===== src/shared/rwa_consts.vh =====
// Purpose: constants of the rotation window address setup controller
// Assumes: byte addresses on the software bus, device registers at printed offsets
// Notes: one definition per figure, included by every design file
`ifndef RWA_CONSTS_VH
`define RWA_CONSTS_VH

// ----------------------------------------------------------------
// software-side register map (byte addresses)
// ----------------------------------------------------------------
`define RWA_OFS_CTRL 8'h00
`define RWA_OFS_STATUS 8'h04
`define RWA_OFS_SETTINGS 8'h08
`define RWA_OFS_PIXFMT 8'h0C
`define RWA_OFS_PANEL 8'h10
`define RWA_OFS_ORIGIN 8'h14
`define RWA_OFS_START_RES 8'h18
`define RWA_OFS_OFFSET_RES 8'h1C

// ----------------------------------------------------------------
// field positions and reset values
// ----------------------------------------------------------------
`define RWA_CTRL_GO 0
`define RWA_STAT_BUSY 0
`define RWA_STAT_DONE 1
`define RWA_ROT_HI 17
`define RWA_ROT_LO 16
`define RWA_SETTINGS_RST 32'h0000_0000
`define RWA_PIXFMT_RST 3'h0
`define RWA_PANEL_RST 32'h0000_0000
`define RWA_ORIGIN_RST 32'h0000_0000

// ----------------------------------------------------------------
// rotation codes
// ----------------------------------------------------------------
`define RWA_ROT_0 2'h0
`define RWA_ROT_90 2'h1
`define RWA_ROT_180 2'h2
`define RWA_ROT_270 2'h3

// ----------------------------------------------------------------
// device registers
// ----------------------------------------------------------------
`define RWA_DEV_SETTINGS 8'h10
`define RWA_DEV_START 8'h40
`define RWA_DEV_OFFSET 8'h44

// ----------------------------------------------------------------
// arithmetic constants
// ----------------------------------------------------------------
`define RWA_BPP_LOG2_MAX 3'h4
`define RWA_DWORD_SHIFT 2
`define RWA_BYTE_SHIFT 3
`define RWA_DWORD_BITS_LOG2 3'h5

`endif


===== src/core/rwa_ctrl.v =====
// Purpose: host controller that computes main window start address and line
//    offset for a chosen rotation and writes them into the display device
// Assumes: software orders over classic Wishbone; device takes register writes
//    by a four-phase request/acknowledge on its pins
// Notes: bpp is given as its base-2 logarithm (0..4 for 1..16 bpp)
//
// Function
// RULE1: each intermediate result is an integer; divisions truncate via right shifts
// RULE2: upper-left byte address is upper times stride plus left divided by bpp
// RULE3: rotation 0 start is upper-left address over 4; stride is width*bpp/8
// RULE4: rotation 0 line offset is display width over (32/bpp)
// RULE5: rotation 90 start is ((ula + B + ((4-B)&3))/4)-1, B=height*bpp/8
// RULE6: rotations 90 and 270 line offset is panel height over (32/bpp)
// RULE7: rotation 180 start adds stride*(height-1), W and pad, quartered minus one
// RULE8: rotation 180 line offset uses panel width, as the worked example does
// RULE9: rotation 270 stride is height*bpp/8; start is (ula+(width-1)*stride)/4
// RULE10: placing the image at buffer address zero is left to software origin
// RULE11: rotation lives in bits 17:16 of the device settings register
// RULE12: device reads start as a dword address, zero at buffer start
// RULE13: device fetches from start and steps by line offset per line
// RULE14: device holds written values until rewritten; reads return them
`include "rwa_consts.vh"

module rwa_ctrl #(
   parameter DIM_W = 16
) (
   input wire CLK,
   input wire ARST_N,
   input wire WB_CYC_I,
   input wire WB_STB_I,
   input wire WB_WE_I,
   input wire [7:0] WB_ADR_I,
   input wire [3:0] WB_SEL_I,
   input wire [31:0] WB_DAT_I,
   output reg [31:0] WB_DAT_O,
   output reg WB_ACK_O,
   output reg [7:0] DEV_ADDR,
   output reg [31:0] DEV_WDATA,
   output reg DEV_WR,
   input wire DEV_ACK
);

   // ----------------------------------------------------------------
   // reset release
   // ----------------------------------------------------------------
   reg rst_q1;
   reg rst_n;

   always @(posedge CLK or negedge ARST_N) begin
      if (!ARST_N) begin
         rst_q1 <= 1'b0;
         rst_n <= 1'b0;
      end else begin
         rst_q1 <= 1'b1;
         rst_n <= rst_q1;
      end
   end

   // ----------------------------------------------------------------
   // state and storage
   // ----------------------------------------------------------------
   localparam ST_IDLE = 4'h0;
   localparam ST_MUL_UL = 4'h1;
   localparam ST_WAIT_UL = 4'h2;
   localparam ST_MUL_SPAN = 4'h3;
   localparam ST_WAIT_SPAN = 4'h4;
   localparam ST_CALC = 4'h5;
   localparam ST_WR_REQ = 4'h6;
   localparam ST_WR_REL = 4'h7;
   localparam ST_FINISH = 4'h8;

   reg [3:0] state;
   reg [3:0] next_state;
   reg [1:0] wr_idx;
   reg [31:0] settings;
   reg [2:0] pixfmt;
   reg [31:0] panel;
   reg [31:0] origin;
   reg [31:0] start_res;
   reg [31:0] offset_res;
   reg [31:0] ula_prod;
   reg done_flag;
   reg [1:0] rot;
   reg [2:0] lg;

   wire ack_sync;
   wire mul_done;
   wire [2*DIM_W-1:0] mul_prod;
   reg mul_start;
   reg [DIM_W-1:0] mul_a;
   reg [DIM_W-1:0] mul_b;

   wire busy = (state != ST_IDLE);
   wire wb_req = WB_CYC_I && WB_STB_I && !WB_ACK_O;
   wire wb_wr = wb_req && WB_WE_I;
   wire go = wb_wr && (WB_ADR_I == `RWA_OFS_CTRL) && WB_SEL_I[0] && WB_DAT_I[`RWA_CTRL_GO];
   wire done_clr = wb_wr && (WB_ADR_I == `RWA_OFS_STATUS) && WB_SEL_I[0]
                   && WB_DAT_I[`RWA_STAT_DONE];

   // ----------------------------------------------------------------
   // arithmetic
   // ----------------------------------------------------------------
   wire [DIM_W-1:0] p_width = panel[DIM_W-1:0];
   wire [DIM_W-1:0] p_height = panel[16+DIM_W-1:16];
   wire [DIM_W-1:0] o_left = origin[DIM_W-1:0];
   wire [DIM_W-1:0] o_upper = origin[16+DIM_W-1:16];
   wire [31:0] width32 = {{(32-DIM_W){1'b0}}, p_width};
   wire [31:0] height32 = {{(32-DIM_W){1'b0}}, p_height};
   // bytes per unrotated line, width- or height-based
   wire [31:0] bytes_w = (width32 << lg) >> `RWA_BYTE_SHIFT; // [RULE3] [RULE1]
   wire [31:0] bytes_h = (height32 << lg) >> `RWA_BYTE_SHIFT; // [RULE9] [RULE1]
   wire [31:0] stride = (rot == `RWA_ROT_270) ? bytes_h : bytes_w; // [RULE9]
   wire [31:0] left_bytes = {{(32-DIM_W){1'b0}}, o_left} >> lg; // [RULE1]
   wire [31:0] ula = ula_prod + left_bytes; // [RULE2]
   wire [31:0] span = mul_prod[31:0];
   wire [1:0] pad_h = 2'h0 - bytes_h[1:0]; // [RULE5]
   wire [1:0] pad_w = 2'h0 - bytes_w[1:0]; // [RULE7]
   wire [31:0] sum90 = ula + bytes_h + {30'h0, pad_h};
   wire [31:0] sum180 = ula + span + bytes_w + {30'h0, pad_w};
   wire [31:0] sum270 = ula + span;
   wire [2:0] ofs_shift = `RWA_DWORD_BITS_LOG2 - lg;

   reg [31:0] next_start;
   reg [31:0] next_offset;

   always @* begin
      case (rot)
         `RWA_ROT_0: begin
            next_start = ula >> `RWA_DWORD_SHIFT; // [RULE3] [RULE12]
            next_offset = width32 >> ofs_shift; // [RULE4]
         end
         `RWA_ROT_90: begin
            next_start = (sum90 >> `RWA_DWORD_SHIFT) - 32'h1; // [RULE5] [RULE1]
            next_offset = height32 >> ofs_shift; // [RULE6]
         end
         `RWA_ROT_180: begin
            next_start = (sum180 >> `RWA_DWORD_SHIFT) - 32'h1; // [RULE7] [RULE1]
            next_offset = width32 >> ofs_shift; // [RULE8]
         end
         default: begin
            next_start = sum270 >> `RWA_DWORD_SHIFT; // [RULE9]
            next_offset = height32 >> ofs_shift; // [RULE6]
         end
      endcase
   end

   // multiplier operands: upper*stride, then the span term of the mode
   always @* begin
      mul_start = (state == ST_MUL_UL) || (state == ST_MUL_SPAN);
      mul_b = stride[DIM_W-1:0];
      if (state == ST_MUL_UL || state == ST_WAIT_UL) begin
         mul_a = o_upper; // [RULE2]
      end else if (rot == `RWA_ROT_180) begin
         mul_a = p_height - 1'b1; // [RULE7]
      end else if (rot == `RWA_ROT_270) begin
         mul_a = p_width - 1'b1; // [RULE9]
      end else begin
         mul_a = {DIM_W{1'b0}};
      end
   end

   rwa_mul #(
      .W(DIM_W)
   ) u_mul (
      .clk(CLK),
      .rst_n(rst_n),
      .start(mul_start),
      .a(mul_a),
      .b(mul_b),
      .done(mul_done),
      .product(mul_prod)
   );

   rwa_sync u_ack_sync (
      .clk(CLK),
      .rst_n(rst_n),
      .din(DEV_ACK),
      .dout(ack_sync)
   );

   // ----------------------------------------------------------------
   // sequencer
   // ----------------------------------------------------------------
   always @* begin
      next_state = state;
      case (state)
         ST_IDLE: begin
            if (go) begin
               next_state = ST_MUL_UL;
            end
         end
         ST_MUL_UL: next_state = ST_WAIT_UL;
         ST_WAIT_UL: begin
            if (mul_done) begin
               next_state = ST_MUL_SPAN;
            end
         end
         ST_MUL_SPAN: next_state = ST_WAIT_SPAN;
         ST_WAIT_SPAN: begin
            if (mul_done) begin
               next_state = ST_CALC;
            end
         end
         ST_CALC: next_state = ST_WR_REQ;
         ST_WR_REQ: begin
            if (ack_sync) begin
               next_state = ST_WR_REL;
            end
         end
         ST_WR_REL: begin
            if (!ack_sync) begin
               next_state = (wr_idx == 2'h2) ? ST_FINISH : ST_WR_REQ;
            end
         end
         ST_FINISH: next_state = ST_IDLE;
         default: next_state = ST_IDLE;
      endcase
   end

   always @(posedge CLK or negedge rst_n) begin
      if (!rst_n) begin
         state <= ST_IDLE;
         wr_idx <= 2'h0;
         rot <= `RWA_ROT_0;
         lg <= 3'h0;
         ula_prod <= 32'h0;
         start_res <= 32'h0;
         offset_res <= 32'h0;
         done_flag <= 1'b0;
         DEV_ADDR <= 8'h00;
         DEV_WDATA <= 32'h0000_0000;
         DEV_WR <= 1'b0;
      end else begin
         state <= next_state;
         if (state == ST_IDLE && go) begin
            rot <= settings[`RWA_ROT_HI:`RWA_ROT_LO]; // [RULE11]
            lg <= (pixfmt > `RWA_BPP_LOG2_MAX) ? `RWA_BPP_LOG2_MAX : pixfmt;
            wr_idx <= 2'h0;
         end
         if (state == ST_WAIT_UL && mul_done) begin
            ula_prod <= mul_prod[31:0];
         end
         if (state == ST_CALC) begin
            start_res <= next_start;
            offset_res <= next_offset;
         end
         // four-phase write: hold request until ack, then wait for ack low
         if (state == ST_CALC || (state == ST_WR_REL && !ack_sync && wr_idx != 2'h2)) begin
            DEV_WR <= 1'b1;
            case (state == ST_CALC ? 2'h0 : wr_idx + 2'h1)
               2'h0: begin
                  DEV_ADDR <= `RWA_DEV_SETTINGS;
                  DEV_WDATA <= {settings[31:18], rot, settings[15:0]}; // [RULE11]
               end
               2'h1: begin
                  DEV_ADDR <= `RWA_DEV_START;
                  DEV_WDATA <= start_res; // [RULE12] [RULE13]
               end
               default: begin
                  DEV_ADDR <= `RWA_DEV_OFFSET;
                  DEV_WDATA <= offset_res; // [RULE13]
               end
            endcase
            if (state != ST_CALC) begin
               wr_idx <= wr_idx + 2'h1;
            end
         end else if (state == ST_WR_REQ && ack_sync) begin
            DEV_WR <= 1'b0;
         end
         // set wins over clear
         if (state == ST_FINISH) begin
            done_flag <= 1'b1;
         end else if (done_clr) begin
            done_flag <= 1'b0;
         end
      end
   end

   // ----------------------------------------------------------------
   // software bus slave
   // ----------------------------------------------------------------
   function [31:0] merge;
      input [31:0] old;
      input [31:0] nw;
      input [3:0] sel;
      integer i;
      begin
         merge = old;
         for (i = 0; i < 4; i = i + 1) begin
            if (sel[i]) begin
               merge[i*8 +: 8] = nw[i*8 +: 8];
            end
         end
      end
   endfunction

   always @(posedge CLK or negedge rst_n) begin
      if (!rst_n) begin
         settings <= `RWA_SETTINGS_RST;
         pixfmt <= `RWA_PIXFMT_RST;
         panel <= `RWA_PANEL_RST;
         origin <= `RWA_ORIGIN_RST;
         WB_ACK_O <= 1'b0;
         WB_DAT_O <= 32'h0000_0000;
      end else begin
         WB_ACK_O <= wb_req;
         if (wb_wr && !busy) begin
            case (WB_ADR_I)
               `RWA_OFS_SETTINGS: settings <= merge(settings, WB_DAT_I, WB_SEL_I);
               `RWA_OFS_PIXFMT: begin
                  if (WB_SEL_I[0]) begin
                     pixfmt <= WB_DAT_I[2:0];
                  end
               end
               `RWA_OFS_PANEL: panel <= merge(panel, WB_DAT_I, WB_SEL_I);
               `RWA_OFS_ORIGIN: origin <= merge(origin, WB_DAT_I, WB_SEL_I); // [RULE10]
               default: settings <= settings;
            endcase
         end
         if (wb_req && !WB_WE_I) begin
            case (WB_ADR_I)
               `RWA_OFS_STATUS: WB_DAT_O <= {30'h0, done_flag, busy};
               `RWA_OFS_SETTINGS: WB_DAT_O <= settings;
               `RWA_OFS_PIXFMT: WB_DAT_O <= {29'h0, pixfmt};
               `RWA_OFS_PANEL: WB_DAT_O <= panel;
               `RWA_OFS_ORIGIN: WB_DAT_O <= origin;
               `RWA_OFS_START_RES: WB_DAT_O <= start_res;
               `RWA_OFS_OFFSET_RES: WB_DAT_O <= offset_res;
               default: WB_DAT_O <= 32'h0000_0000;
            endcase
         end
      end
   end

endmodule


===== src/core/rwa_mul.v =====
// Purpose: sequential shift-add multiplier, one operand bit per clock
// Assumes: start is a one-cycle pulse while idle
// Notes: done pulses one cycle, product holds until the next start
`include "rwa_consts.vh"

module rwa_mul #(
   parameter W = 16
) (
   input wire clk,
   input wire rst_n,
   input wire start,
   input wire [W-1:0] a,
   input wire [W-1:0] b,
   output reg done,
   output reg [2*W-1:0] product
);

   reg [W-1:0] mplr;
   reg [2*W-1:0] mcand;
   reg [W:0] count;
   reg active;

   always @(posedge clk or negedge rst_n) begin
      if (!rst_n) begin
         mplr <= {W{1'b0}};
         mcand <= {(2*W){1'b0}};
         count <= {(W+1){1'b0}};
         active <= 1'b0;
         done <= 1'b0;
         product <= {(2*W){1'b0}};
      end else begin
         done <= 1'b0;
         if (start && !active) begin
            mplr <= a;
            mcand <= {{W{1'b0}}, b};
            product <= {(2*W){1'b0}};
            count <= {(W+1){1'b0}};
            active <= 1'b1;
         end else if (active) begin
            if (mplr[0]) begin
               product <= product + mcand;
            end
            mplr <= mplr >> 1;
            mcand <= mcand << 1;
            count <= count + 1'b1;
            if (count == W - 1) begin
               active <= 1'b0;
               done <= 1'b1;
            end
         end
      end
   end

endmodule


===== src/core/rwa_sync.v =====
// Purpose: two-flop synchroniser for one level from outside the clock domain
// Assumes: rst_n already released synchronously
// Notes: first stage is read by the second stage only
`include "rwa_consts.vh"

module rwa_sync (
   input wire clk,
   input wire rst_n,
   input wire din,
   output reg dout
);

   reg stage1;

   always @(posedge clk or negedge rst_n) begin
      if (!rst_n) begin
         stage1 <= 1'b0;
         dout <= 1'b0;
      end else begin
         stage1 <= din;
         dout <= stage1;
      end
   end

endmodule


===== config.mk =====
export PLATFORM = sky130hd
export DESIGN_NAME = rwa_ctrl
export DESIGN_NICKNAME = d
export VERILOG_FILES = /design/src/core/rwa_ctrl.v /design/src/core/rwa_mul.v /design/src/core/rwa_sync.v
export VERILOG_INCLUDE_DIRS = /design/src /design/src/shared
export SDC_FILE = /design/constraint.sdc
export NUM_CORES = 1
export LEC_CHECK = 0
export BUFFER_PORTS_ARGS = -buffer_cell sky130_fd_sc_hd__buf_2
export CAP_MARGIN = 30
export CORE_ASPECT_RATIO = 1.75
export CORE_MARGIN = 2
export CORE_UTILIZATION = 58
export CTS_BUF_LIST = sky130_fd_sc_hd__clkbuf_16
export CTS_CLUSTER_SIZE = 14
export DETAILED_ROUTE_END_ITERATION = 10
export PLACE_DENSITY = 0.79
export REMOVE_ABC_BUFFERS = 1
export SLEW_MARGIN = 20
export SYNTH_ARGS = -nofsm -noshare
export SYNTH_HDL_FRONTEND = slang
export SYNTH_HIERARCHICAL = 1
export SYNTH_SLANG_ARGS = --single-unit

===== constraint.sdc =====
create_clock -name CLK -period 12.6 [get_ports CLK]
set_clock_uncertainty 0.2 [all_clocks]
set_input_delay 0.63 -clock CLK [delete_from_list [all_inputs] [get_ports CLK]]
set_output_delay 0.63 -clock CLK [all_outputs]
set_load 0.02 [all_outputs]

Word-level counts from Yosys, hierarchy flattened
Index checks and enable logic that the tools add are counted.
- flip-flop bits (word level): 384
- bits of input ports: 50
- output and inout bits: 74
- logic and storage cells: 176
- add/subtract/negate cells: 16
- order comparisons: 1
- eq/ne operators: 28
- shifts and indexed selects: 5
- muxes and demuxes: 40
- reduce and logical (&&, ||, !) cells: 50
- operators by type and width (kind ; number):
    $pmux W32 S7 ; 1
    $mux W32 ; 6
    $add A32 B32 Y32 ; 3
    $mux W16 ; 6
    $pmux W32 S3 ; 1
    $shr A16 B3 Y32 ; 3
    $add A32 B2 Y32 ; 2
    $add A32 B29 Y32 ; 2
    $pmux W32 S2 ; 1
    $shl A16 B3 Y32 ; 2
    $sub A30 B1 Y31 const B ; 2
    $reduce_and A3 Y1 ; 13
    $mux W17 ; 2
    $eq A8 B5 Y1 const B ; 4
    $pmux W4 S8 ; 1
    $sub A16 B1 Y16 const B ; 2
    $mux W4 ; 6
    $add A17 B1 Y17 const B ; 1
    $eq A17 B4 Y1 const B ; 1
    $logic_and A1 B1 Y1 ; 17
    $eq A4 B3 Y1 const B ; 4
    $eq A8 B4 Y1 const B ; 2
    $pmux W7 S2 ; 1
    $mux W1 ; 10
    25 further kinds ; 47

Longest topological paths before layout
Gate-level depths: netlist (run 1).
- depth in word-level cells: 10
- gate-level depth with buffers: 40

Hierarchy
Netlist (run 1), hierarchy kept.
- by module, submodules not included (module ; instances ; cells each ; area an instance (µm²) ; seq. area each (µm²)):
    rwa_ctrl ; 1 ; 2487 ; 21662.0 ; 6531.3
    rwa_mul ; 1 ; 591 ; 5604.1 ; 2477.4
    rwa_sync ; 1 ; 2 ; 50.0 ; 50.0

Worst setup path after synthesis (run 1)
OpenSTA, ideal clock, no wires.
- path kind: register -> register
- start point: register lg[0]
- end point: register start_res[29]
- arrival time: 8853 ps
- required time: 12259 ps
- setup slack: 3407 ps
- cell stages (with the launch flop): 37
- buffers on the path: 7
- clock period less this slack: 9193 ps
- cell sequence: dfrtp_1 > buf_2 > buf_1 > buf_1 > clkbuf_1 > buf_1 > nand2_1 > o21ai_0 > o21ai_0 > ha_1 > fa_1 > a21oi_1 > o2111ai_1 > a21oi_1 > nor3_1 > nor2_1 > xnor2_1 > ha_1 > clkbuf_1 > a21o_1 > a221o_1 > or2_2 > xor2_1 > ha_1 > ha_1 > a21o_1 > a21o_1 > a21oi_1 > nand2_1 > xor2_1 > o32a_1 > or4b_4 > or4_1 > buf_2 > or4_4 > o311ai_1 > o311ai_1
- longest elaborated chain between the ends: 7
- elaborated cells between the ends (all ways): 14
- ends and longest elaborated chain (element ; RTL line ; RTL):
    from (decl) ; rwa_ctrl.v:84 ; reg [2:0] lg;
    from (signal assigned) ; rwa_ctrl.v:237 ; lg <= (pixfmt > `RWA_BPP_LOG2_MAX) ? `RWA_BPP_LOG2_MAX : pixfmt;
    $shr A16 B3 Y32 ; rwa_ctrl.v:113 ; wire [31:0] left_bytes = {{(32-DIM_W){1'b0}}, o_left} >> lg;
    $add A32 B32 Y32 ; rwa_ctrl.v:114 ; wire [31:0] ula = ula_prod + left_bytes;
    $add A32 B32 Y32 ; rwa_ctrl.v:119, rwa_ctrl.v:120 ;
    $add A32 B29 Y32 ; rwa_ctrl.v:119 ; wire [31:0] sum180 = ula + span + bytes_w + {30'h0, pad_w};
    $add A32 B2 Y32 ; rwa_ctrl.v:119 ;
    $sub A30 B1 Y31 ; rwa_ctrl.v:137 ; next_start = (sum180 >> `RWA_DWORD_SHIFT) - 32'h1;
    $pmux W32 S3 (*) ; rwa_ctrl.v:127 ; case (rot)
    to (signal assigned) ; rwa_ctrl.v:244 ; start_res <= next_start;
    to (decl) ; rwa_ctrl.v:79 ; reg [31:0] start_res;
Every way passes the cells marked *; elsewhere a longest branch is shown, timed or not.
A chain may end at the register's enable or synchronous reset.

Worst setup path in the final report (run 1)
Same ends and word-level chain as after synthesis.

==> flow_summary.html, run 1 <==
<table>
<tr><th>Metric</th><th>Value</th></tr>
<tr><th colspan="2">Flow run</th></tr>
<tr><td>Max Cap Violations</td><td>0</td></tr>
<tr><th colspan="2">Final layout</th></tr>
<tr><td>Most frequent cells in the layout</td><td>sky130_fd_sc_hd__nand2_1, sky130_fd_sc_hd__dfrtp_1, sky130_fd_sc_hd__o21ai_0, sky130_fd_sc_hd__nor2_1, sky130_fd_sc_hd__a21oi_1</td></tr>
<tr><td>Diodes inserted</td><td>0</td></tr>
<tr><td>Most frequent standard cell in the layout excluding fill and tap cells</td><td>sky130_fd_sc_hd__nand2_1</td></tr>
<tr><td>Total number of nets in the final design</td><td>3318</td></tr>
<tr><td>Synth-to-Final Area Change</td><td>7.82%</td></tr>
<tr><td>Layout Utilization</td><td>63.2%</td></tr>
<tr><td>Share of cells above drive strength 1</td><td>14.2%</td></tr>
<tr><td>Count of filler cells inserted in the layout</td><td>3961</td></tr>
<tr><th colspan="2">Logic synthesis</th></tr>
<tr><td>Post-synth cell types</td><td>90</td></tr>
<tr><td>Cells after synthesis</td><td>3080</td></tr>
<tr><td>Synth Flop Type</td><td>sky130_fd_sc_hd__dfrtp_1</td></tr>
<tr><td>Yosys warning total</td><td>6</td></tr>
<tr><td>Mean instance size in the synthesized netlist</td><td>8.87 um^2</td></tr>
<tr><td>Portion of the post-synthesis area used by sequential elements</td><td>33.2%</td></tr>
<tr><td>Post-synth EDFFs</td><td>0</td></tr>
<tr><td>Mapped Area</td><td>27300 um^2</td></tr>
<tr><td>Share of flip-flops with an asynchronous set or reset</td><td>100%</td></tr>
<tr><td>Flop and latch count out of synthesis</td><td>362</td></tr>
<tr><th colspan="2">Setup path</th></tr>
<tr><td>Required time of the critical path</td><td>12.80 ns</td></tr>
<tr><td>Start of the worst register-to-register path</td><td>lg[0]$_DFFE_PN0P_</td></tr>
<tr><td>Type of the worst setup path</td><td>reg -&gt; reg</td></tr>
<tr><td>Nature of the critical path startpoint</td><td>register</td></tr>
<tr><td>CP max FO</td><td>66</td></tr>
<tr><td>Crit path arrival time</td><td>10.93 ns</td></tr>
<tr><td>R2R setup slack</td><td>1.87 ns</td></tr>
<tr><td>Reg2reg path depth</td><td>31</td></tr>
<tr><td>Max stage delay on crit path</td><td>0.64 ns</td></tr>
<tr><td>Most repeated library cell on the critical path</td><td>sky130_fd_sc_hd__ha_1</td></tr>
<tr><td>Worst reg2reg endpoint</td><td>start_res[29]$_DFFE_PN0P_</td></tr>
<tr><td>Crit end category</td><td>register</td></tr>
<tr><td>Worst-path cell with the longest stage delay</td><td>sky130_fd_sc_hd__buf_4</td></tr>
<tr><th colspan="2">Floorplan</th></tr>
<tr><td>Placement Rows</td><td>105</td></tr>
<tr><td>Starting utilization of the core area</td><td>58.6%</td></tr>
<tr><td>Vertical die dimension</td><td>291 um</td></tr>
<tr><td>I/O pin total</td><td>124</td></tr>
<tr><td>Area of the core</td><td>46600 um^2</td></tr>
<tr><td>Die area</td><td>48900 um^2</td></tr>
<tr><td>Die X</td><td>168 um</td></tr>
<tr><th colspan="2">Pwr</th></tr>
<tr><td>LEAKAGE</td><td>0.0137 uW</td></tr>
<tr><td>Maximum VDD drop</td><td>0.191 mV</td></tr>
<tr><td>Power density over the cells</td><td>124 nW/um^2</td></tr>
<tr><td>Sum of internal, switching and leakage power</td><td>3660 uW</td></tr>
<tr><th colspan="2">STA</th></tr>
<tr><td>Post-Route Setup TNS</td><td>0 ns</td></tr>
<tr><td>Setup repair after global routing missed its margin</td><td>no</td></tr>
<tr><td>Max-slew violation count</td><td>0</td></tr>
<tr><td>Setup violations, final</td><td>0</td></tr>
<tr><td>Worst Hold Margin</td><td>0.0989 ns</td></tr>
<tr><td>Worst slew margin relative to its limit</td><td>29.0%</td></tr>
<tr><td>Worst-margin pin slew</td><td>1.06 ns</td></tr>
<tr><td>Final period util</td><td>85.1%</td></tr>
<tr><td>Final-report hold violation count</td><td>0</td></tr>
<tr><td>Top achievable clock speed</td><td>93.2 MHz</td></tr>
<tr><td>Time the final worst path needs with I/O delays and setup</td><td>10.73 ns</td></tr>
<tr><th colspan="2">Clock tree</th></tr>
<tr><td>Max H-tree Level</td><td>2</td></tr>
<tr><td>Clock buffers created by TritonCTS</td><td>35</td></tr>
<tr><td>Skew-Pair Late Insertion Delay</td><td>0.55 ns</td></tr>
<tr><td>Clock root buffer master</td><td>sky130_fd_sc_hd__clkbuf_16</td></tr>
<tr><td>TritonCTS clock tree</td><td>yes</td></tr>
<tr><td>Maximum clock insertion buffer count</td><td>3</td></tr>
<tr><td>Count of clock tree sinks</td><td>362</td></tr>
<tr><td>Clock-pin slew on the worst setup and hold paths</td><td>0.07 ns</td></tr>
<tr><th colspan="2">Route</th></tr>
<tr><td>Via/cell ratio</td><td>6.73</td></tr>
<tr><td>Violation count after the first detailed-routing iteration</td><td>1910</td></tr>
<tr><td>Final wirelength</td><td>93000 um</td></tr>
<tr><td>Antenna Nets Post-Route</td><td>0</td></tr>
<tr><td>Overall via count from detail_route</td><td>24981</td></tr>
<tr><td>Detail-routed net length per standard cell</td><td>25.1 um</td></tr>
<tr><td>Count of TritonRoute iterations in the first routing pass</td><td>6</td></tr>
<tr><td>Final routed DRC violation total</td><td>0</td></tr>
<tr><th colspan="2">Placement</th></tr>
<tr><td>HPWL after DPL</td><td>72900 um</td></tr>
<tr><td>Port-buffer cells</td><td>118</td></tr>
<tr><td>Global placement routability congestion</td><td>1.00</td></tr>
<tr><th colspan="2">Global routing</th></tr>
<tr><td>GRT Resource Usage Total</td><td>37.5%</td></tr>
<tr><td>Global-route wire length before repair</td><td>143000 um</td></tr>
<tr><td>Global route total overflow</td><td>0</td></tr>
<tr><td>Antenna violations before repair</td><td>2</td></tr>
<tr><td>Largest net degree at the start of global routing</td><td>160</td></tr>
<tr><td>Number of global-route vias before repair</td><td>25306</td></tr>
<tr><th colspan="2">Hold path</th></tr>
<tr><td>Class of the worst hold path</td><td>reg -&gt; async</td></tr>
<tr><th colspan="2">Outcome</th></tr>
<tr><td>Outcome</td><td>complete, no violations</td></tr>
</table>
==> critical path: cells and delay by family (launching register included) <==
family	cells	cell delay, ns
muxes	1	0.59
AOI/OAI and AO/OA	15	4.22
and+or+nand+nor	5	2.00
xor gates and xnor gates	3	0.66
adders and majority gates	4	1.51
DFF	1	0.35
buffers and inverters	3	1.05
==> worst max path at each step <==
stage | from | endpoint | slack, ns | depth (start not counted)
floorplan | rst_n$_DFF_PN0_ | DEV_ADDR[2]$_DFFE_PN0N_ | 1.56 | 0
global placement | lg[0]$_DFFE_PN0P_ | start_res[29]$_DFFE_PN0P_ | 2.22 | 29
detailed placement | lg[0]$_DFFE_PN0P_ | start_res[29]$_DFFE_PN0P_ | 2.12 | 29
CTS | lg[0]$_DFFE_PN0P_ | start_res[29]$_DFFE_PN0P_ | 2.07 | 29
global route | lg[0]$_DFFE_PN0P_ | start_res[29]$_DFFE_PN0P_ | 1.60 | 31
finish | lg[0]$_DFFE_PN0P_ | start_res[29]$_DFFE_PN0P_ | 1.87 | 31
==> layout make-up <==
type                    instances  area (um^2)  area share [%]
repair buffers                167         1010            3.43
clock inverters                23          145           0.493
multi-input cells            2486        17400            59.1
flip-flops and latches        362         9070            30.8
inverters                      49          184           0.624
clock buffers                  36          901            3.06
well taps                     588          736            2.50
==> Yosys cell counts (all sizes together) (23+ instances only) <==
cell type	n	area share (%)
nand4	31	0.73
clkbuf	154	2.1
nand2	412	5.7
a21oi	175	3.2
nor2	208	2.9
mux2i	124	4.5
a221oi	34	1.1
inv	49	0.67
o211ai	27	0.74
a31oi	27	0.62
o21ai	321	5.9
a22oi	48	1.3
mux4	31	2.6
xnor2	89	2.9
dfrtp	362	33
a211oi	25	0.71
nand3	65	1.2
nor3	52	1.0
ha	162	7.4
a22o	36	1.2
o31ai	23	0.68
a21o	39	1.1
mux2	162	6.7
buf	33	0.55
o22ai	24	0.55
xor2	75	2.4
==> repair_timing <==
item                                   CTS  global route
setup buffers                            0             0
hold buffers                             2             0
endpoints found under the hold margin    3             0
gates resized for setup                  0             0
==> registers in the layout, summed over array words and instances (netlist names), 3 cells and up <==
name,flops
start_res,31
origin,32
offset_res,16
u_mul/product,32
u_mul/mcand,32
WB_DAT_O,32
lg,3
pixfmt,3
ula_prod,32
panel,32
state,4
settings,32
DEV_ADDR,3
u_mul/mplr,16
DEV_WDATA,32
u_mul/count,17
==> per-layer routing <==
metal | wire length, um | track usage [%] | vias up
li1 | - | - | 11407
met1 | 32400 | 39.6 | 12147
met2 | 48100 | 68.9 | 1086
met3 | 4810 | 4.07 | 339
met4 | 7630 | 26.8 | 2
met5 | 15 | 0 | -
==> power breakdown <==
part / switching (uW) / internal [uW] / leakage, uW / total, uW
Combinational: 781 / 414 / 0.00823 / 1200
Sequential: 163 / 1300 / 0.00491 / 1460
Clock: 465 / 540 / 0.000548 / 1010
==> cell families (layout without fill, tap and decap cells) <==
group | after synthesis | after routing | synth area share (%)
simple gates | 929 | 929 | 15.6
compound gates | 903 | 903 | 21.1
flops | 362 | 362 | 33.2
mux | 317 | 317 | 13.8
buf+inv | 236 | 275 | 3.34
fa+ha+maj | 167 | 167 | 7.79
xor+xnor | 164 | 164 | 5.26
other cells | 2 | 6 | 0.0275
==> metrics by stage <==
stage                     instances  instance area, um^2  worst slack [ns]
after CTS                      3709                29400              2.07
after floorplan                2897                26600              1.56
final                          3711                29500              1.87
after global placement         3642                28300              2.22
after detailed placement       3648                28300              2.12
after global routing           3711                29500              1.60
(Power assumes the default switching activity.)
==> run 2: changes to the inputs <==
--- a/config.mk
+++ b/config.mk
@@ -8,13 +8,15 @@
 export LEC_CHECK = 0
 export BUFFER_PORTS_ARGS = -buffer_cell sky130_fd_sc_hd__buf_2
 export CAP_MARGIN = 30
+export CELL_PAD_IN_SITES_DETAIL_PLACEMENT = 0
+export CELL_PAD_IN_SITES_GLOBAL_PLACEMENT = 2
 export CORE_ASPECT_RATIO = 1.75
 export CORE_MARGIN = 2
-export CORE_UTILIZATION = 58
+export CORE_UTILIZATION = 40
 export CTS_BUF_LIST = sky130_fd_sc_hd__clkbuf_16
 export CTS_CLUSTER_SIZE = 14
 export DETAILED_ROUTE_END_ITERATION = 10
-export PLACE_DENSITY = 0.79
+export PLACE_DENSITY_LB_ADDON = 0.1
 export REMOVE_ABC_BUFFERS = 1
 export SLEW_MARGIN = 20
 export SYNTH_ARGS = -nofsm -noshare
==> flow_summary.html, run 2 (synthesis results as in run 1) <==
<table>
<tr><th>Metric</th><th>Value</th></tr>
<tr><th colspan="2">STA</th></tr>
<tr><td>Worst slew margin relative to its limit</td><td>33.3% (+4.2 points)</td></tr>
<tr><td>Setup repair after global routing missed its margin</td><td>no</td></tr>
<tr><td>Worst-margin pin slew</td><td>0.995 ns (-0.0656 ns)</td></tr>
<tr><td>Post-Route Setup TNS</td><td>0 ns (unchanged)</td></tr>
<tr><td>Top achievable clock speed</td><td>93.1 MHz (-0.19%)</td></tr>
<tr><td>Final period util</td><td>85.3% (+0.16 points)</td></tr>
<tr><td>Final-report hold violation count</td><td>0 (unchanged)</td></tr>
<tr><td>Time the final worst path needs with I/O delays and setup</td><td>10.75 ns (+0.0205 ns)</td></tr>
<tr><td>Setup violations, final</td><td>0 (unchanged)</td></tr>
<tr><td>Max-slew violation count</td><td>0 (unchanged)</td></tr>
<tr><th colspan="2">Floorplan</th></tr>
<tr><td>I/O pin total</td><td>124 (unchanged)</td></tr>
<tr><td>Vertical die dimension</td><td>350 um (+20%)</td></tr>
<tr><td>Die X</td><td>202 um (+20%)</td></tr>
<tr><td>Die area</td><td>70500 um^2 (+44%)</td></tr>
<tr><td>Starting utilization of the core area</td><td>40.5% (-18 points)</td></tr>
<tr><td>Placement Rows</td><td>126 (+20%)</td></tr>
<tr><td>Area of the core</td><td>67500 um^2 (+45%)</td></tr>
<tr><th colspan="2">Setup path</th></tr>
<tr><td>CP max FO</td><td>46 (-30%)</td></tr>
<tr><td>Most repeated library cell on the critical path</td><td>sky130_fd_sc_hd__ha_1</td></tr>
<tr><td>Crit end category</td><td>register</td></tr>
<tr><td>Required time of the critical path</td><td>12.84 ns (+0.04 ns)</td></tr>
<tr><td>Max stage delay on crit path</td><td>0.83 ns (+0.19 ns)</td></tr>
<tr><td>Worst-path cell with the longest stage delay</td><td>sky130_fd_sc_hd__dfrtp_4</td></tr>
<tr><td>Nature of the critical path startpoint</td><td>register</td></tr>
<tr><td>Type of the worst setup path</td><td>reg -&gt; reg</td></tr>
<tr><td>Crit path arrival time</td><td>10.98 ns (+0.05 ns)</td></tr>
<tr><th colspan="2">Global routing</th></tr>
<tr><td>GRT Resource Usage Total</td><td>29.1% (-8.4 points)</td></tr>
<tr><td>Largest net degree at the start of global routing</td><td>72 (-55%)</td></tr>
<tr><td>Antenna violations before repair</td><td>0 (-2)</td></tr>
<tr><td>Global route total overflow</td><td>0 (unchanged)</td></tr>
<tr><td>Global-route wire length before repair</td><td>155000 um (+8.4%)</td></tr>
<tr><td>Number of global-route vias before repair</td><td>24544 (-3.0%)</td></tr>
<tr><th colspan="2">Placement</th></tr>
<tr><td>HPWL after DPL</td><td>83600 um (+15%)</td></tr>
<tr><td>Port-buffer cells</td><td>118 (unchanged)</td></tr>
<tr><td>Global placement routability congestion</td><td>0.962 (-4.0%)</td></tr>
<tr><th colspan="2">Final layout</th></tr>
<tr><td>Share of cells above drive strength 1</td><td>15.0% (+0.74 points)</td></tr>
<tr><td>Diodes inserted</td><td>0 (unchanged)</td></tr>
<tr><td>Most frequent cells in the layout</td><td>sky130_fd_sc_hd__nand2_1, sky130_fd_sc_hd__dfrtp_1, sky130_fd_sc_hd__o21ai_0, sky130_fd_sc_hd__nor2_1, sky130_fd_sc_hd__a21oi_1</td></tr>
<tr><td>Layout Utilization</td><td>44.9% (-18 points)</td></tr>
<tr><td>Total number of nets in the final design</td><td>3338 (+0.60%)</td></tr>
<tr><td>Most frequent standard cell in the layout excluding fill and tap cells</td><td>sky130_fd_sc_hd__nand2_1</td></tr>
<tr><td>Synth-to-Final Area Change</td><td>11.0%</td></tr>
<tr><td>Count of filler cells inserted in the layout</td><td>6834 (+73%)</td></tr>
<tr><th colspan="2">Pwr</th></tr>
<tr><td>Maximum VDD drop</td><td>0.0997 mV (-48%)</td></tr>
<tr><td>Power density over the cells</td><td>129 nW/um^2 (+3.7%)</td></tr>
<tr><td>LEAKAGE</td><td>0.0139 uW (+1.8%)</td></tr>
<tr><th colspan="2">Clock tree</th></tr>
<tr><td>Clock buffers created by TritonCTS</td><td>39 (+11%)</td></tr>
<tr><td>Buffer count from post-CTS setup fixing</td><td>0 (unchanged)</td></tr>
<tr><td>Maximum clock insertion buffer count</td><td>3 (unchanged)</td></tr>
<tr><td>TritonCTS clock tree</td><td>yes</td></tr>
<tr><td>Clock root buffer master</td><td>sky130_fd_sc_hd__clkbuf_16</td></tr>
<tr><td>Max H-tree Level</td><td>2 (unchanged)</td></tr>
<tr><td>Clock-pin slew on the worst setup and hold paths</td><td>0.07 ns (about the same)</td></tr>
<tr><td>Count of clock tree sinks</td><td>362 (unchanged)</td></tr>
<tr><td>Skew-Pair Late Insertion Delay</td><td>0.59 ns (+0.04 ns)</td></tr>
<tr><th colspan="2">Route</th></tr>
<tr><td>Final routed DRC violation total</td><td>0 (unchanged)</td></tr>
<tr><td>Count of TritonRoute iterations in the first routing pass</td><td>5 (-1)</td></tr>
<tr><td>Via/cell ratio</td><td>5.96 (-11%)</td></tr>
<tr><td>Final wirelength</td><td>104000 um (+11%)</td></tr>
<tr><td>Violation count after the first detailed-routing iteration</td><td>1417 (-26%)</td></tr>
<tr><td>Antenna Nets Post-Route</td><td>0 (unchanged)</td></tr>
<tr><td>Overall via count from detail_route</td><td>24115 (-3.5%)</td></tr>
<tr><td>Detail-routed net length per standard cell</td><td>25.6 um (+2.1%)</td></tr>
<tr><th colspan="2">Outcome</th></tr>
<tr><td>Outcome</td><td>complete, no violations</td></tr>
<tr><th colspan="2">Flow run</th></tr>
<tr><td>Max Cap Violations</td><td>0 (unchanged)</td></tr>
<tr><th colspan="2">Hold path</th></tr>
<tr><td>Class of the worst hold path</td><td>in -&gt; reg</td></tr>
</table>
-- run 2: cell count changes in the layout (fill, tap and decap cells not counted), sizes merged, moves of 2 or more --
| cell | before | now |
|---|---|---|
| buf | 165 | 178 |
| bufinv | 1 | 7 |
| inv | 60 | 55 |
| clkinv | 10 | 17 |
| dlygate4sd3 | 2 | 4 |
| clkbuf | 36 | 40 |
-- run 2: final timing paths --
kind,cells after the start,startpoint,slack [ns],to
min in group asynchronous,1,rst_n$_DFF_PN0_,0.15,u_mul/product[8]$_DFFE_PN0P_
min reg2reg,1,rst_n$_DFF_PN0_,0.15,u_mul/product[8]$_DFFE_PN0P_
max reg2reg,30,lg[1]$_DFFE_PN0P_,1.85,start_res[29]$_DFFE_PN0P_
min,2,WB_DAT_I[27],0.11,settings[27]$_DFFE_PN0P_
max,30,lg[1]$_DFFE_PN0P_,1.85,start_res[29]$_DFFE_PN0P_
max in group asynchronous,4,rst_n$_DFF_PN0_,10.08,panel[16]$_DFFE_PN0P_
-- run 2: timing repair --
action | in CTS | in global routing
resized for setup | 0 | 0
endpoints found under the hold margin | 3 | 2
hold buffers | 2 | 2
endpoints found under the setup margin | 0 | 0
-- run 2: power by group --
part | switching, uW | total [uW] | internal [uW]
clock | 516 | 1240 | 724
sequential | 165 | 1460 | 1300
combinational | 795 | 1210 | 412
total | 1480 | 3910 | 2430
-- run 2: cell type report --
cell class,count,area (um^2),area share (%)
Multi-Input combinational cell,2486,17400,57.4
Sequential cell,362,9070,29.9
Timing Repair Buffer,183,1190,3.93
Tap cell,896,1120,3.70
Clock buffer,40,1000,3.30
Clock inverter,30,339,1.12
Inverter,49,184,0.607
-- run 2: critical path, delay by kind of cell, from the launching register on --
family                     cells  cell delay [ns]
DFF                            1             0.83
muxes                          2             0.57
xor gates and xnor gates       2             0.50
and+or+nand+nor                9             3.15
buffers and inverters          1             0.48
AOI/OAI and AO/OA             12             3.28
adders and majority gates      4             1.59
-- run 2: stage by stage --
stage	cell area, um^2	hold slack, ns	setup WS [ns]	power, uW	std cells
floorplan	26600	0.131	1.56	2250	2897
global placement	28700	0.144	1.75	2670	3959
detailed placement	28800	0.137	2.14	2690	3965
CTS	30200	0.0718	2.10	3950	4037
global route	30300	0.0987	1.39	4150	4046
finish	30300	0.105	1.85	3910	4046
-- run 2: layer usage --
layer | wire [um] | global-route usage [%]
met1 | 39400 | 31.6
met2 | 54300 | 54.9
met3 | 3250 | 2.50
met4 | 6630 | 16.8
met5 | 0 | 0
